[config.mk]
export PLATFORM = sky130hd
export DESIGN_NAME = tmc_regs
export DESIGN_NICKNAME = d
export VERILOG_FILES = /design/src/design/tmc_pkg.sv /design/src/design/tmc_limit_mem.sv /design/src/design/tmc_regs.sv
export SDC_FILE = /design/constraint.sdc
export NUM_CORES = 1
export LEC_CHECK = 0
export BUFFER_PORTS_ARGS = -buffer_cell sky130_fd_sc_hd__buf_4
export CAP_MARGIN = 30
export CORE_MARGIN = 10
export CORE_UTILIZATION = 63
export DETAILED_ROUTE_END_ITERATION = 8
export MAX_ROUTING_LAYER = met4
export PLACE_DENSITY_LB_ADDON = 0.15
export SETUP_SLACK_MARGIN = 0.4
export SYNTH_ARGS = -nofsm -noshare
export SYNTH_HDL_FRONTEND = slang
export SYNTH_SLANG_ARGS = --single-unit
[constraint.sdc]
create_clock -name sys_clk_i -period 8.7 [get_ports sys_clk_i]
set_input_delay 0.435 -clock sys_clk_i [delete_from_list [all_inputs] [get_ports sys_clk_i]]
set_output_delay 0.435 -clock sys_clk_i [all_outputs]
set_load 0.02 [all_outputs]
[src/design/tmc_pkg.sv]
package tmc_pkg;

   // register map, byte offsets on the serial register port
   localparam logic [7:0] ADDR_TEMP_BASE = 8'h00;
   localparam logic [7:0] ADDR_TEMP_LAST = 8'h03;
   localparam logic [7:0] ADDR_HIGHEST = 8'h10;
   localparam logic [7:0] ADDR_SEL = 8'h12;
   localparam logic [7:0] ADDR_CFG = 8'h13;
   localparam logic [7:0] ADDR_LIM_BASE = 8'h20;
   localparam logic [7:0] ADDR_LIM_LAST = 8'h27;
   localparam logic [7:0] ADDR_STAT_HI = 8'h32;
   localparam logic [7:0] ADDR_STAT_LO = 8'h33;
   localparam logic [7:0] ADDR_MASK = 8'h34;

   // configuration fields
   localparam int unsigned CFG_STOP = 7;
   localparam int unsigned CFG_POR = 6;
   localparam int unsigned CFG_TMO = 5;
   localparam int unsigned CFG_CMP = 4;
   localparam int unsigned CFG_FQ_HI = 3;
   localparam int unsigned CFG_FQ_LO = 2;
   localparam int unsigned CFG_WIDE = 1;
   localparam int unsigned CFG_ONESHOT = 0;

   localparam int unsigned NUM_CH = 4;
   localparam int unsigned NUM_LIM = 8;

   // reset values
   localparam logic [7:0] SEL_RST = 8'hFF;
   localparam logic [7:0] SEL_RSVD = 8'hF0;
   localparam logic [7:0] CFG_RST = 8'h10;
   localparam logic [7:0] CFG_SELF_CLR = 8'h41;
   localparam logic [3:0] MASK_RST = 4'hF;
   localparam logic [7:0] LIM_HI_RST = 8'h7F;
   localparam logic [7:0] LIM_LO_RST = 8'h80;
   localparam logic [7:0] TEMP_RST = 8'h00;
   localparam logic [7:0] READ_ZERO = 8'h00;

   // temperature coding, whole degrees
   localparam logic [9:0] WIDE_OFFSET = 10'h040;
   localparam logic signed [9:0] ENC_MAX = 10'h07F;
   localparam logic signed [9:0] ENC_MIN = 10'h380;
   localparam logic [7:0] TEMP_MIN = 8'h80;
   localparam logic signed [8:0] HYST = 9'h002;

   // fault queue depths per code
   localparam logic [2:0] FQ_D0 = 3'h1;
   localparam logic [2:0] FQ_D1 = 3'h2;
   localparam logic [2:0] FQ_D2 = 3'h4;
   localparam logic [2:0] FQ_D3 = 3'h6;
   localparam logic [2:0] CNT_ONE = 3'h1;
   localparam logic [2:0] CNT_ZERO = 3'h0;

   typedef enum logic [0:0] {
      TMC_ST_IDLE = 1'b0,
      TMC_ST_WAIT = 1'b1
   } tmc_state_t;

   typedef struct packed {
      logic wr;
      logic rd;
      logic [7:0] addr;
      logic [7:0] wdata;
   } tmc_reg_req_t;

   typedef struct packed {
      logic done;
      logic [NUM_CH-1:0][8:0] temp;
   } tmc_conv_t;

endpackage : tmc_pkg

[src/design/tmc_limit_mem.sv]
`timescale 1ns/1ps

module tmc_limit_mem (
   input wire logic sys_clk_i, // system clock
   input wire logic clear_i, // return all words to power-on values
   input wire logic we_i, // write strobe
   input wire logic [2:0] waddr_i, // write word index
   input wire logic [7:0] wdata_i, // write data
   input wire logic [2:0] raddr_i, // read word index
   output logic [7:0] rdata_o, // registered read data
   output logic [tmc_pkg::NUM_LIM-1:0][7:0] words_o // all words
);

   logic [tmc_pkg::NUM_LIM-1:0][7:0] mem_q;

   // high limits occupy the lower half, low limits the upper half
   always_ff @(posedge sys_clk_i) begin
      for (int i = 0; i < tmc_pkg::NUM_LIM; i++) begin
         if (clear_i) begin
            mem_q[i] <= (i < tmc_pkg::NUM_CH) ? tmc_pkg::LIM_HI_RST
                                              : tmc_pkg::LIM_LO_RST;
         end else if (we_i && waddr_i == 3'(i)) begin
            mem_q[i] <= wdata_i;
         end
      end
   end

   always_ff @(posedge sys_clk_i) begin
      if (clear_i) begin
         rdata_o <= tmc_pkg::READ_ZERO;
      end else begin
         rdata_o <= mem_q[raddr_i];
      end
   end

   assign words_o = mem_q;

endmodule : tmc_limit_mem

[src/design/tmc_regs.sv]
// Operation
// only channels with select bit 1 take part in highest search
// eight host read/write limit bytes hold high and low thresholds
// all alarms start masked after power-up until host unmasks
// threshold crossing sets that channel's thermal status bit
// crossing also asserts alarm pin unless channel masked
// config bit 7 one stops converter, zero runs continuously
// register port stays fully working during standby
// config bit 6 resets every register, then clears itself
// config bit 5 zero keeps bus timeout, one disables it
// config bit 4 one comparator, zero interrupt; resets to one
// bits 3:2 pick consecutive fault count 1, 2, 4 or 6
// config bit 1 selects the wide range data format
// config bit 0 write starts one pass, then reads zero
// a one-shot write ignores all other configuration bits
// one-shot honoured only in standby; host requests it there
// wide format stores true temperature minus 64 degrees
// host rewrites limits after format change; no conversion done
// comparator alarm releases only 2 degrees inside the limit
// interrupt alarm clears on status read or ARA, re-asserts later
// select register upper bits read one, writes to them ignored
// outside standby passes repeat back to back, updating each time
`timescale 1ns/1ps

module tmc_regs (
   input wire logic sys_clk_i, // 250 MHz system clock
   input wire logic reset_i, // synchronous power-on reset
   input wire tmc_pkg::tmc_reg_req_t req_i, // byte request from serial engine
   input wire logic ara_i, // pulse: alert response answered
   input wire tmc_pkg::tmc_conv_t conv_i, // pass results from converter
   output logic [7:0] rdata_o, // read data
   output logic rvalid_o, // pulse: rdata_o valid
   output logic conv_start_o, // pulse: begin one pass
   output logic adc_enable_o, // converter powered
   output logic timeout_en_o, // serial engine applies bus timeout
   output logic wide_range_format_o, // wide range coding in use
   output logic thermal_alarm_out_o, // open-drain data, always low
   output logic thermal_alarm_out_oe_o // high pulls the alarm pin low
);

   localparam int unsigned N = tmc_pkg::NUM_CH;

   function automatic logic [7:0] encode(input logic [8:0] t,
                                         input logic wide);
      logic signed [9:0] v;
      v = wide ? $signed({t[8], t} - tmc_pkg::WIDE_OFFSET)
               : $signed({t[8], t});
      if (v > tmc_pkg::ENC_MAX) begin
         return tmc_pkg::ENC_MAX[7:0];
      end else if (v < tmc_pkg::ENC_MIN) begin
         return tmc_pkg::ENC_MIN[7:0];
      end
      return v[7:0];
   endfunction : encode

   function automatic logic [2:0] fq_depth(input logic [1:0] code);
      case (code)
         2'h0: return tmc_pkg::FQ_D0;
         2'h1: return tmc_pkg::FQ_D1;
         2'h2: return tmc_pkg::FQ_D2;
         default: return tmc_pkg::FQ_D3;
      endcase
   endfunction : fq_depth

   function automatic logic sgt(input logic [7:0] a, input logic [7:0] b);
      return $signed(a) > $signed(b);
   endfunction : sgt

   logic soft_rst_q;
   logic rst;
   logic [7:0] cfg_q;
   logic [3:0] sel_q;
   logic [3:0] mask_q;
   logic [N-1:0][7:0] temp_q;
   logic [N-1:0][7:0] temp_d;
   logic [7:0] highest_q;
   logic [7:0] highest_d;
   logic [N-1:0] stat_hi_q;
   logic [N-1:0] stat_lo_q;
   logic [N-1:0] cmp_hi_q;
   logic [N-1:0] cmp_lo_q;
   logic [N-1:0] cmp_hi_d;
   logic [N-1:0] cmp_lo_d;
   logic [N-1:0][2:0] cnt_hi_q;
   logic [N-1:0][2:0] cnt_lo_q;
   logic [N-1:0][2:0] cnt_hi_d;
   logic [N-1:0][2:0] cnt_lo_d;
   logic [N-1:0] qual_hi;
   logic [N-1:0] qual_lo;
   logic oneshot_pend_q;
   logic alarm_q;
   logic alarm_d;
   tmc_pkg::tmc_state_t state_q;
   logic rd_d1_q;
   logic [7:0] addr_d1_q;
   logic [N-1:0][7:0] sel_temp;
   logic [tmc_pkg::NUM_LIM-1:0][7:0] lim;
   logic [7:0] lim_rdata;
   logic [7:0] rd_mux;

   wire wr_cfg = req_i.wr && req_i.addr == tmc_pkg::ADDR_CFG;
   wire wr_sel = req_i.wr && req_i.addr == tmc_pkg::ADDR_SEL;
   wire wr_mask = req_i.wr && req_i.addr == tmc_pkg::ADDR_MASK;
   wire hit_lim = req_i.addr >= tmc_pkg::ADDR_LIM_BASE &&
                  req_i.addr <= tmc_pkg::ADDR_LIM_LAST;
   wire wr_lim = req_i.wr && hit_lim;
   wire rd_stat_hi = req_i.rd && req_i.addr == tmc_pkg::ADDR_STAT_HI;
   wire rd_stat_lo = req_i.rd && req_i.addr == tmc_pkg::ADDR_STAT_LO;
   wire oneshot_wr = wr_cfg && req_i.wdata[tmc_pkg::CFG_ONESHOT];
   wire stop = cfg_q[tmc_pkg::CFG_STOP];
   wire wide = cfg_q[tmc_pkg::CFG_WIDE];
   wire cmp_mode = cfg_q[tmc_pkg::CFG_CMP];
   wire [2:0] depth = fq_depth(cfg_q[tmc_pkg::CFG_FQ_HI:tmc_pkg::CFG_FQ_LO]);
   wire pass_done = state_q == tmc_pkg::TMC_ST_WAIT && conv_i.done;
   wire start_pass = state_q == tmc_pkg::TMC_ST_IDLE &&
                     (!stop || oneshot_pend_q);
   wire [7:0] cfg_wr_val = req_i.wdata & ~tmc_pkg::CFG_SELF_CLR;

   // a soft reset is taken one cycle after the write so the whole bank
   // including this bit falls back together
   assign rst = reset_i || soft_rst_q;

   tmc_limit_mem u_lim (
      .sys_clk_i(sys_clk_i),
      .clear_i(rst),
      .we_i(wr_lim),
      .waddr_i(req_i.addr[2:0]),
      .wdata_i(req_i.wdata),
      .raddr_i(req_i.addr[2:0]),
      .rdata_o(lim_rdata),
      .words_o(lim)
   );

   // per-channel compare, fault queue and comparator hysteresis
   always_comb begin
      for (int c = 0; c < N; c++) begin
         temp_d[c] = encode(conv_i.temp[c], wide);
         cnt_hi_d[c] = cnt_hi_q[c];
         cnt_lo_d[c] = cnt_lo_q[c];
         cmp_hi_d[c] = cmp_hi_q[c];
         cmp_lo_d[c] = cmp_lo_q[c];
         qual_hi[c] = 1'b0;
         qual_lo[c] = 1'b0;
         if (pass_done) begin
            if (sgt(temp_d[c], lim[c])) begin
               if (cnt_hi_q[c] < tmc_pkg::FQ_D3) begin
                  cnt_hi_d[c] = cnt_hi_q[c] + tmc_pkg::CNT_ONE;
               end
               qual_hi[c] = cnt_hi_q[c] + tmc_pkg::CNT_ONE >= depth;
            end else begin
               cnt_hi_d[c] = tmc_pkg::CNT_ZERO;
            end
            if (sgt(lim[c+N], temp_d[c])) begin
               if (cnt_lo_q[c] < tmc_pkg::FQ_D3) begin
                  cnt_lo_d[c] = cnt_lo_q[c] + tmc_pkg::CNT_ONE;
               end
               qual_lo[c] = cnt_lo_q[c] + tmc_pkg::CNT_ONE >= depth;
            end else begin
               cnt_lo_d[c] = tmc_pkg::CNT_ZERO;
            end
            // release needs 2 degrees of margin inside the limit
            if (qual_hi[c]) begin
               cmp_hi_d[c] = 1'b1;
            end else if ($signed({temp_d[c][7], temp_d[c]}) + tmc_pkg::HYST
                         <= $signed({lim[c][7], lim[c]})) begin
               cmp_hi_d[c] = 1'b0;
            end
            if (qual_lo[c]) begin
               cmp_lo_d[c] = 1'b1;
            end else if ($signed({temp_d[c][7], temp_d[c]}) >=
                         $signed({lim[c+N][7], lim[c+N]}) + tmc_pkg::HYST) begin
               cmp_lo_d[c] = 1'b0;
            end
         end
      end
   end

   // highest of the selected channels from the fresh pass
   always_comb begin
      highest_d = tmc_pkg::TEMP_MIN;
      for (int c = 0; c < N; c++) begin
         sel_temp[c] = pass_done ? temp_d[c] : temp_q[c];
         if (sel_q[c] && sgt(sel_temp[c], highest_d)) begin
            highest_d = sel_temp[c];
         end
      end
   end

   // set from a new pass wins over a clear by status read or ARA
   always_comb begin
      if (cmp_mode) begin
         alarm_d = |((cmp_hi_d | cmp_lo_d) & ~mask_q);
      end else if (pass_done && |((qual_hi | qual_lo) & ~mask_q)) begin
         alarm_d = 1'b1;
      end else if (rd_stat_hi || rd_stat_lo || ara_i) begin
         alarm_d = 1'b0;
      end else begin
         alarm_d = alarm_q;
      end
   end

   always_ff @(posedge sys_clk_i) begin
      if (reset_i) begin
         soft_rst_q <= 1'b0;
      end else begin
         soft_rst_q <= wr_cfg && !oneshot_wr &&
                       req_i.wdata[tmc_pkg::CFG_POR];
      end
   end

   always_ff @(posedge sys_clk_i) begin
      if (rst) begin
         cfg_q <= tmc_pkg::CFG_RST;
      end else if (wr_cfg && !oneshot_wr) begin
         cfg_q <= cfg_wr_val;
      end
   end

   // one-shot outside standby is dropped, the write still does nothing else
   always_ff @(posedge sys_clk_i) begin
      if (rst) begin
         oneshot_pend_q <= 1'b0;
      end else if (oneshot_wr && stop) begin
         oneshot_pend_q <= 1'b1;
      end else if (start_pass) begin
         oneshot_pend_q <= 1'b0;
      end
   end

   always_ff @(posedge sys_clk_i) begin
      if (rst) begin
         sel_q <= tmc_pkg::SEL_RST[3:0];
         mask_q <= tmc_pkg::MASK_RST;
      end else begin
         if (wr_sel) begin
            sel_q <= req_i.wdata[3:0];
         end
         if (wr_mask) begin
            mask_q <= req_i.wdata[3:0];
         end
      end
   end

   always_ff @(posedge sys_clk_i) begin
      if (rst) begin
         state_q <= tmc_pkg::TMC_ST_IDLE;
      end else begin
         case (state_q)
            tmc_pkg::TMC_ST_IDLE: begin
               if (start_pass) begin
                  state_q <= tmc_pkg::TMC_ST_WAIT;
               end
            end
            tmc_pkg::TMC_ST_WAIT: begin
               if (conv_i.done) begin
                  state_q <= tmc_pkg::TMC_ST_IDLE;
               end
            end
            default: state_q <= tmc_pkg::TMC_ST_IDLE;
         endcase
      end
   end

   always_ff @(posedge sys_clk_i) begin
      if (rst) begin
         temp_q <= {N{tmc_pkg::TEMP_RST}};
         highest_q <= tmc_pkg::TEMP_MIN;
         cnt_hi_q <= '0;
         cnt_lo_q <= '0;
         cmp_hi_q <= '0;
         cmp_lo_q <= '0;
      end else begin
         if (pass_done) begin
            temp_q <= temp_d;
         end
         highest_q <= highest_d;
         cnt_hi_q <= cnt_hi_d;
         cnt_lo_q <= cnt_lo_d;
         cmp_hi_q <= cmp_hi_d;
         cmp_lo_q <= cmp_lo_d;
      end
   end

   // status clears on read; a qualified fault in the same cycle stays set
   always_ff @(posedge sys_clk_i) begin
      if (rst) begin
         stat_hi_q <= '0;
         stat_lo_q <= '0;
      end else begin
         stat_hi_q <= (rd_stat_hi ? '0 : stat_hi_q) | qual_hi;
         stat_lo_q <= (rd_stat_lo ? '0 : stat_lo_q) | qual_lo;
      end
   end

   // pin outputs and converter controls
   always_ff @(posedge sys_clk_i) begin
      if (rst) begin
         alarm_q <= 1'b0;
         thermal_alarm_out_o <= 1'b0;
         thermal_alarm_out_oe_o <= 1'b0;
         conv_start_o <= 1'b0;
         adc_enable_o <= 1'b0;
         timeout_en_o <= 1'b0;
         wide_range_format_o <= 1'b0;
      end else begin
         alarm_q <= alarm_d;
         thermal_alarm_out_o <= 1'b0;
         thermal_alarm_out_oe_o <= alarm_d;
         conv_start_o <= start_pass;
         adc_enable_o <= !stop || oneshot_pend_q;
         timeout_en_o <= !cfg_q[tmc_pkg::CFG_TMO];
         wide_range_format_o <= wide;
      end
   end

   // reads answer in two cycles so limit bytes come from the memory port;
   // the port is never gated by standby
   always_ff @(posedge sys_clk_i) begin
      if (rst) begin
         rd_d1_q <= 1'b0;
         addr_d1_q <= tmc_pkg::READ_ZERO;
         rvalid_o <= 1'b0;
         rdata_o <= tmc_pkg::READ_ZERO;
      end else begin
         rd_d1_q <= req_i.rd;
         addr_d1_q <= req_i.addr;
         rvalid_o <= rd_d1_q;
         if (rd_d1_q) begin
            rdata_o <= rd_mux;
         end
      end
   end

   logic [7:0] stat_hi_cap_q;
   logic [7:0] stat_lo_cap_q;

   // status is captured before its clear-on-read takes effect
   always_ff @(posedge sys_clk_i) begin
      if (rst) begin
         stat_hi_cap_q <= tmc_pkg::READ_ZERO;
         stat_lo_cap_q <= tmc_pkg::READ_ZERO;
      end else begin
         stat_hi_cap_q <= {4'h0, stat_hi_q};
         stat_lo_cap_q <= {4'h0, stat_lo_q};
      end
   end

   always_comb begin
      rd_mux = tmc_pkg::READ_ZERO;
      if (addr_d1_q >= tmc_pkg::ADDR_LIM_BASE &&
          addr_d1_q <= tmc_pkg::ADDR_LIM_LAST) begin
         rd_mux = lim_rdata;
      end else if (addr_d1_q <= tmc_pkg::ADDR_TEMP_LAST) begin
         rd_mux = temp_q[addr_d1_q[1:0]];
      end else begin
         case (addr_d1_q)
            tmc_pkg::ADDR_HIGHEST: rd_mux = highest_q;
            tmc_pkg::ADDR_SEL: rd_mux = tmc_pkg::SEL_RSVD | {4'h0, sel_q};
            tmc_pkg::ADDR_CFG: rd_mux = cfg_q;
            tmc_pkg::ADDR_STAT_HI: rd_mux = stat_hi_cap_q;
            tmc_pkg::ADDR_STAT_LO: rd_mux = stat_lo_cap_q;
            tmc_pkg::ADDR_MASK: rd_mux = {4'h0, mask_q};
            default: rd_mux = tmc_pkg::READ_ZERO;
         endcase
      end
   end

endmodule : tmc_regs

; ---- After elaboration in Yosys (flattened, before gate mapping)
; Cells that the tools add are included.
[op_classes]
n_addsub = 20
magnitude_cmp = 51
n_eq_ne = 28
n_mux = 114
bitwise = 8
reduce_logical = 48
[ops]
columns = op, n
row1 = 2-to-1 mux 8 bit, 24
row2 = greater-than comparator 8 bit, 11
row3 = adder 8 x 3 -> 9 bit (second input constant), 8
row4 = 2-to-1 mux 1 bit, 63
row5 = == test 8 x 6 -> 1 bit (second input constant), 6
row6 = 2-to-1 mux 3 bit, 16
row7 = one-hot mux 8 bit (6 select lines), 1
row8 = == test 8 x 5 -> 1 bit (second input constant), 5
row9 = greater-than comparator 10 x 8 -> 1 bit (second input constant), 4
row10 = less-than comparator 10 x 8 -> 1 bit (second input constant), 4
row11 = 2-to-1 mux 10 bit, 4
row12 = subtractor 9 x 8 -> 10 bit (second input constant), 4
row13 = >= comparator 8 x 9 -> 1 bit, 4
row14 = <= comparator 9 x 8 -> 1 bit, 4
row15 = logical AND 1 bit, 27
row16 = adder 3 x 1 -> 3 bit (second input constant), 8
row17 = binary-select mux 8 bit (select 3 bit), 1
row18 = >= comparator 3 bit, 8
row19 = less-than comparator 3 bit (second input constant), 8
row20 = binary-select mux 8 bit (select 2 bit), 1
row21 = >= comparator 8 x 6 -> 1 bit (second input constant), 2
row22 = <= comparator 8 x 6 -> 1 bit (second input constant), 2
row23 = != test 2 x 1 -> 1 bit (second input constant), 8
row24 = bitwise OR 4 bit, 4
row25 = other kinds (23), 42
[word_totals]
regBits = 208
in_bits = 58
output_inout_bits = 15
word_cells = 314

; ---- Depth between registers and ports, before layout
; Gate-level depths: netlist of run 1.
[depth]
ltp_word = 19
depth_mapped = 34
depth_no_buf = 32

; ---- Modules after synthesis
; A second synthesis of run 1 with hierarchy kept.
[hier_totals]
cells_unflattened = 1712
area_unflattened_um2 = 14685.3
[by_module_without_submodules]
columns = mod, instances, cells_each, area_per_inst_um2, seq_area_each_um2
row1 = tmc_regs, 1, 1403, 11431.0, 2562.5
row2 = tmc_limit_mem, 1, 309, 3254.4, 1441.4

; ---- Least setup slack after synthesis of run 1
; OpenSTA, ideal clock, no wires.
[synth_path]
kind = input to register
start = input conv_i[6] in the netlist's numbering
end = register highest_q[0]
setup_ns = 0.083
t_arrival_ns = 6.936
t_required_ns = 8.617
setup_slack_ns = 1.682
path_stages = 30
path_buffers = 2
cell_sequence = inv_1 > ha_1 > or3b_2 > a41oi_4 > a21oi_2 > nand2_2 > o211ai_2 > ha_1 > nor2b_1 > o21a_1 > o21ai_0 > a21o_1 > a31oi_2 > mux2_2 > ha_1 > nor2b_1 > o21a_1 > o21ai_0 > a21o_1 > a31oi_1 > clkbuf_1 > mux2_2 > ha_1 > a2111oi_0 > nand2_1 > o211ai_1 > a21oi_1 > or3_1 > clkbuf_1 > o221ai_1
[synth_between]
elab_chain_cells = 19
word_cells_on_any_way = 21
classes_between = add/sub: 1 / order compare: 6 / mux: 10 / reduce/logical: 4
[synth_rtl]
columns = element, line_no
row1 = start: declaration, tmc_regs.sv:30  ; input wire tmc_pkg::tmc_conv_t conv_i,
row2 = subtractor 9 x 8 -> 10 bit, tmc_regs.sv:46  ; v = wide ? $signed({t[8], t} - tmc_pkg::WIDE_OFFSET)
row3 = 2-to-1 mux 10 bit *, tmc_regs.sv:46
row4 = less-than comparator 10 x 8 -> 1 bit, tmc_regs.sv:50  ; end else if (v < tmc_pkg::ENC_MIN) begin
row5 = 2-to-1 mux 1 bit, tmc_regs.sv:50
row6 = 2-to-1 mux 1 bit, tmc_regs.sv:48  ; if (v > tmc_pkg::ENC_MAX) begin
row7 = 2-to-1 mux 8 bit *, tmc_regs.sv:53  ; return v[7:0];
row8 = 2-to-1 mux 8 bit *, tmc_regs.sv:182  ; sel_temp[c] = pass_done ? temp_d[c] : temp_q[c];
row9 = greater-than comparator 8 bit, tmc_regs.sv:66  ; return $signed(a) > $signed(b);
row10 = (+3 left out), --
row11 = logical AND 1 bit, tmc_regs.sv:183  ; if (sel_q[c] && sgt(sel_temp[c], highest_d)) begin
row12 = 2-to-1 mux 8 bit *, tmc_regs.sv:183
row13 = greater-than comparator 8 bit, tmc_regs.sv:66
row14 = logical AND 1 bit, tmc_regs.sv:183
row15 = 2-to-1 mux 8 bit *, tmc_regs.sv:183
row16 = greater-than comparator 8 bit, tmc_regs.sv:66
row17 = logical AND 1 bit, tmc_regs.sv:183
row18 = 2-to-1 mux 8 bit *, tmc_regs.sv:183
row19 = end signal: assignment, tmc_regs.sv:267  ; highest_q <= tmc_pkg::TEMP_MIN;
row20 = end signal: assignment, tmc_regs.sv:276  ; highest_q <= highest_d;
row21 = end: declaration, tmc_regs.sv:76  ; logic [7:0] highest_q;
; Mark *: on every way between the ends. The rest lies on a longest branch, timed or not.
; A chain may end at the register's enable or synchronous reset.

==> results of run 1 <==
[worst max-delay path: cells and delay by family, from the launching register on]
family | cells | cell delay [ns]
AOI/OAI and AO/OA | 14 | 3.75
adders and majority gates | 3 | 0.97
buffers and inverters | 2 | 0.44
DFF | 1 | 0.43
muxes | 2 | 0.96
and+or+nand+nor | 6 | 0.93
[layer usage]
metal	share of wire	routed length, um
met3	0.085	3970
met1	0.41	19300
met4	0.050	2330
met2	0.45	20900
met5	0	0
[state kept, by name (all words and copies together) (netlist names), 4 cells and up]
register and flops:
stat_lo_cap_q 4, cnt_lo_q 12, rdata_o 8, sel_q 4, addr_d1_q 8, cmp_lo_q 4
highest_q 8, mask_q 4, stat_lo_q 4, cfg_q 6, cmp_hi_q 4, cnt_hi_q 12
u_lim.words_o 64, stat_hi_q 4, u_lim.rdata_o 8, temp_q 32, stat_hi_cap_q 4
[kinds of logic after synthesis]
group,after synthesis
buffers and inverters,207
XOR/XNOR,52
flip-flops,200
multiplexers,105
adder cells (fa/ha/maj),200
other,1
AO/OA/AOI/OAI,407
AND/OR/NAND/NOR,540
[synthesized netlist by cell type, types with 16 or more instances]
cell / instances / share of area
o21ai_0: 83 / 0.029
nor2_1: 147 / 0.038
xor2_1: 26 / 0.016
and2_1: 36 / 0.016
inv_1: 128 / 0.033
a21o_1: 16 / 0.0083
nand2_1: 131 / 0.034
a22oi_1: 22 / 0.011
clkbuf_1: 62 / 0.016
a21oi_1: 102 / 0.035
nor2b_1: 21 / 0.0090
and3_1: 22 / 0.0095
o211ai_1: 33 / 0.017
nand4_1: 22 / 0.0095
a31oi_1: 18 / 0.0078
o21a_1: 18 / 0.0093
dfxtp_1: 200 / 0.28
xnor2_1: 26 / 0.016
mux4_2: 24 / 0.037
ha_1: 200 / 0.17
nand3_1: 58 / 0.020
nor3_1: 30 / 0.010
mux2i_1: 69 / 0.048
[cell type report]
cell class / count / area share
Clock buffer: 20 / 0.0282
Multi-Input combinational cell: 1305 / 0.615
Timing Repair Buffer: 89 / 0.0422
Tap cell: 285 / 0.0225
Inverter: 128 / 0.0304
Clock inverter: 10 / 0.00838
Sequential cell: 200 / 0.253
[worst min path at each step]
| stage | end | start | cells after the start |
|---|---|---|---|
| 4_1_cts | soft_rst_q | reset_i | 2 |
| 2_1_floorplan | timeout_en_o | cfg_q[5] | 1 |
| 3_5_place_dp | stat_lo_cap_q[3] | stat_lo_q[3] | 1 |
| 3_3_place_gp | oneshot_pend_q | oneshot_pend_q | 2 |
| 6_report | soft_rst_q | reset_i | 2 |
| 5_1_grt | soft_rst_q | reset_i | 2 |
[through the flow]
step	util	worst slack (ns)
global placement	0.673	1.11
floorplan	-	1.68
detailed placement	0.673	1.02
global route	0.699	0.400
finish	0.699	1.08
CTS	0.699	1.23
[power by group]
part           internal (mW)  switching [mW]
clock network          0.437           0.382
registers              0.948          0.0265
logic                  0.218           0.338
total                   1.60           0.746
==> impl_results.md, run 1 <==
- FF-to-FF End: highest_q[0]
- Post-Syn Nets: 1970
- Slew headroom: 0.301
- Clock Pin Slew Worst Setup and Hold Paths: 0.08 ns
- H-tree depth: 4
- CTS Sinks: 200
- GRT Total Usage: 0.325
- Ant. Diodes: 0
- RR Startpoint: cfg_q[1]
- Initial antenna violation count: 1
- Core ar.: 0.0226 mm2
- Tmin final: 7.62 ns
- Cts repair resizes: 0
- Vias: 13300
- Status: finished, final reports clean
- Tcrit/Tclk final: 0.876
- Clock Skews: 0.0172 ns
- Seq. cell area: 0.00400 mm2
- Avg Inst Size Synth: 8.48 um2
- DR WL/cell: 22.8 um
- Initial cell density of the core: 0.642
- Critical path arrival: 7.98 ns
- Area after DPL: 0.0152 mm2
- Critical path capture point type: flip-flop
- Synthesized cell area: 0.0145 mm2
- Skew-Pair Late Insertion Delay: 0.45 ns
- Final Instance Area: 0.0158 mm2
- Non-filler cells, final: 2037
- Leakage power: 7.01 nW
- DPL Wire Length: 35900 um
- Post-Synth Adder-Cell Area: 0.172
- Multiplexer share of the synthesized area: 0.0941
- Cells after DPL: 2007
- Max frequency: 131 MHz
- Commonest non-fill, non-tap cells in the layout: 200 x ha_1, 200 x dfxtp_1, 146 x nor2_1
- Clk buf depth: 2
- First-pass GRT wire length: 72000 um
- Synth Instances: 1712
- Worst endpoint required time: 9.06 ns
- TritonCTS clock tree: done
- Synth Flop Type: dfxtp_1
- Worst Tran Pin Value: 1.05 ns
- Reg2Reg Setup Slack: 1.08 ns
- Compound-Gate Fraction of Synth Area: 0.187
- Hold_ws: 0.192 ns
- Synth-to-Final Area Change: 8.96%
- CP Launch Type: flip-flop
- Num CTS Buffers: 17
- Post-synth ARST share: 0
- Die area: 0.0295 mm2
- Maximum vdd drop: 109 uV
- Synth Area in Simple Gates: 0.183
- RSZ-0062 raised after global routing: false
- XOR/XNOR Fraction of Synth Area: 0.0314
- CP Launch Point: cfg_q[1]
- FILL cells: 1891
- Worst hold path class: in -> reg
- Yosys cell types: 84
- Main combinational cell family by area after synthesis: compound AO/OA/AOI/OAI gates
- Grt met2 use: 0.505
- Capture point of the critical path: highest_q[0]
- Crit Path Category: reg -> reg
- Drt via density: 6.54
- Rows: 55
- Post-Route Setup TNS: 0 ns
- Crit path top cell by count: o21ai_0
- DR DRC count: 0
- IO buf count: 71
- GR Overflow Total: 0
- Hold_buf cts: 0
- Die width: 172 um
- Max Cap Viol: 0
- Final setup viols: 0
- Total of warnings raised by yosys: 0
- Top-Level Pins: 73
- Die Y: 172 um
- Largest net degree at the start of global routing: 95
- Hold Vio Cnt, Final: 0
- Grt peak-use layer: met2
- Final Max Slew Viols: 0
- Crit-path slowest cell: a311oi_2
- Post-CTS Setup Bufs: 0
- Crit path max fanout: 21
- P per Cell Area: 148 mW/mm2
- CTS root buffer: clkbuf_16
- Routed wire length: 46500 um
- R2R depth: 27
- Seq/Total Area, Yosys: 0.276
- CP max stage delay: 0.63 ns
- Post-route ant nets: 0
- Pre-antenna DRT Iters: 7
- Met3 Track Usage GR: 0.0529
- Number of synthesized flops with an enable pin: 0
- Total power draw: 2.35 mW
- Met1 Track Usage GR: 0.408
- Seq cells post-synth: 200
- DRT iter0 DRCs: 1506
- Multi-input logic area: 0.00974 mm2
- Layout cells sized above 1: 0.110
- Final GP Congestion: 0.995
- Nets: 1999
- Number of global-route vias before repair: 12700
No activity file was read; power rests on OpenSTA's default activity.
==> run 2, diff against run 1 <==
SYNTH_HIERARCHICAL = 1   (was unset)
==> run 2 against run 1 <==
Net effect: sequential power rose by 0.6%; critical path depth rose by 2; area after synthesis rose by 1.1%; register-to-register slack got worse by 0.05 ns; final cell count rose by 1.4%; final area rose by 0.59%; setup slack got worse by 0.046 ns; clock skew fell by 0.0025 ns; global-route usage fell by 2.5 points; critical endpoint unchanged; largest cell class unchanged; largest power group unchanged.
==> impl_results.md, run 2 <==
- Status: finished, final reports clean
- Nets: 1998
- Crit path max fanout: 14
- Largest cells by area after synthesis: dfxtp_1 27%, ha_1 17%, nand2_1 3.9%, a21oi_1 3.8%, nor2_1 3.7%
- TritonCTS clock tree: done
- Metal-1 WL: 20200 um
- Top Metal Used: met4
- Pre-antenna DRT Iters: 6
- Reg2Reg Setup Slack: 1.03 ns
- Worst hold path depth: 2
- Max Cap Viol: 0
- IO buf count: 71
- Clock Skews: 0.0147 ns
- Clock Power Share: 0.348
- Num CTS Buffers: 17
- Hold endpoint: soft_rst_q
- Crit Path Category: reg -> reg
- Top cells by count, synth: 200 x dfxtp_1, 200 x ha_1, 154 x nand2_1, 143 x nor2_1, 126 x inv_1
- Post-route ant nets: 0
- Crit path buf inv count: 5
- RSZ-0062 raised after global routing: false
- Seq cells post-synth: 200
- Initial antenna violation count: 2
- Final setup viols: 0
- CP Launch Type: flip-flop
- Synth Instances: 1712
- Avg Inst Size Synth: 8.58 um2
- Total power draw: 2.42 mW
- Pint: 1.64 mW
- Commonest non-fill, non-tap cells in the layout: 200 x ha_1, 199 x dfxtp_1, 153 x nand2_1
- R2R depth: 29
- Final GP Congestion: 0.969
- Synth Flop Type: dfxtp_1
- Synth top area share: 0.273
- Tmin final: 7.67 ns
- Vias: 13200
- Slew headroom: 0.344
- Core ar.: 0.0228 mm2
- Total of warnings raised by yosys: 6
- CTS Sinks: 200
- Max frequency: 130 MHz
- CTS root buffer: clkbuf_16
- Synthesized cell area: 0.0147 mm2
- Sw Ratio: 0.322
- Hold path start: reset_i
- First-pass GRT wire length: 70300 um
- Hold Vio Cnt, Final: 0
- Number of synthesized flops with an enable pin: 0
- Ant. Diodes: 0
- Post-Route Setup TNS: 0 ns
- Final Max Slew Viols: 0
- Seq/Total Area, Yosys: 0.273
- WL met2: 20000 um
- Clk buf depth: 2
- Final Util: 0.699
- GRT Total Usage: 0.300
- Worst Tran Pin Value: 0.982 ns
- Sw Pwr: 781 uW
- Critical path arrival: 7.97 ns
- H-tree depth: 4
- Met3 wire length: 3790 um
- Layout cells sized above 1: 0.102
- Critical path capture point type: flip-flop
- Routed wire length: 45300 um
- Tcrit/Tclk final: 0.881
- Synth area leader: dfxtp_1
- Post-synth ARST share: 0
- CP max stage delay: 0.58 ns
- DR WL/cell: 21.9 um
- DRT iter0 DRCs: 1457
- Number of global-route vias before repair: 12200
- Worst hold path class: in -> reg
- DR DRC count: 0
- Worst endpoint required time: 9.01 ns
- Rows: 55
- Post-Syn Nets: 1970
- Post-CTS Setup Bufs: 0
- Leakage power: 6.88 nW
- Skew-Pair Late Insertion Delay: 0.44 ns
- Crit-path slowest cell: dfxtp_2
- Largest net degree at the start of global routing: 78
- Largest delay contributor family on the critical path: compound AO/OA/AOI/OAI gates
- Die width: 173 um
- Crit path top cell by count: inv_1
- GR Overflow Total: 0
- Commonest non-fill, non-tap cell in the layout: ha_1
- Die Y: 173 um
- Initial cell density of the core: 0.645
- P per Cell Area: 152 mW/mm2
- RR Startpoint: cfg_q[1]
- FF-to-FF End: highest_q[0]
- Maximum vdd drop: 150 uV
- Seq pwr share: 0.405
- Max FFs per register: 64
- Combinational Power Share: 0.247
- Die area: 0.0298 mm2
- Yosys cell types: 90
- Synth-to-Final Area Change: 8.39%
- Top-Level Pins: 73
- Drt via density: 6.39
- Clock Pin Slew Worst Setup and Hold Paths: 0.07 ns
- DPL Wire Length: 34600 um
## run 2: power by group through the flow
stage | sequential (mW) | combinational, mW | clock [mW]
final | 0.981 | 0.600 | 0.843
after global placement | 1.00 | 0.570 | 0
after floorplan | 0.989 | 0.423 | 0
after global routing | 0.983 | 0.662 | 0.881
after CTS | 0.980 | 0.582 | 0.847
after detailed placement | 1.00 | 0.577 | 0
## run 2: worst max path at each step
stage / from / end / slack, ns / cells after the start
global route: cfg_q[1] / highest_q[0] / 0.43 / 29
detailed placement: conv_i[6] / highest_q[2] / 0.61 / 28
global placement: conv_i[6] / highest_q[2] / 0.66 / 28
CTS: cfg_q[1] / highest_q[2] / 0.60 / 26
floorplan: conv_i[6] / highest_q[0] / 1.53 / 29
finish: cfg_q[1] / highest_q[0] / 1.03 / 29
## run 2: cell type report
cell class	count	area (um2)
clock buffers	19	453
clock inverters	13	158
fillers	1846	6860
inverters	127	479
multi-input cells	1310	9800
flip-flops and latches	200	4010
well taps	313	392
repair buffers	84	631
## run 2: cells by family after synthesis
family	share of synthesized area
AO/OA/AOI/OAI	0.184
XOR/XNOR	0.0292
adder cells (fa/ha/maj)	0.170
buffers and inverters	0.0613
flip-flops	0.273
multiplexers	0.0806
other	0.000255
AND/OR/NAND/NOR	0.201
## run 2: through the flow
stage | cell area [um2] | hold slack [ns] | cells | setup slack, ns
floorplan | 14700 | 0.413 | 1712 | 1.53
global placement | 15300 | 0.435 | 2034 | 0.660
detailed placement | 15300 | 0.437 | 2034 | 0.611
CTS | 15900 | 0.184 | 2066 | 0.600
global route | 15900 | 0.189 | 2066 | 0.426
finish | 15900 | 0.194 | 2066 | 1.03
## run 2: what timing repair did
| item | CTS | global route |
|---|---|---|
| endpoints found under the setup margin | 0 | 8 |
| gates resized for setup | 0 | 2 |
| endpoints found under the hold margin | 0 | 0 |
| hold buffers | 0 | 0 |
## run 2: per-layer routing
layer  GRT usage  vias up
li1            -     6241
met1       0.416     6278
met2       0.444      599
met3      0.0381       75
met4      0.0988        0
met5           -        -
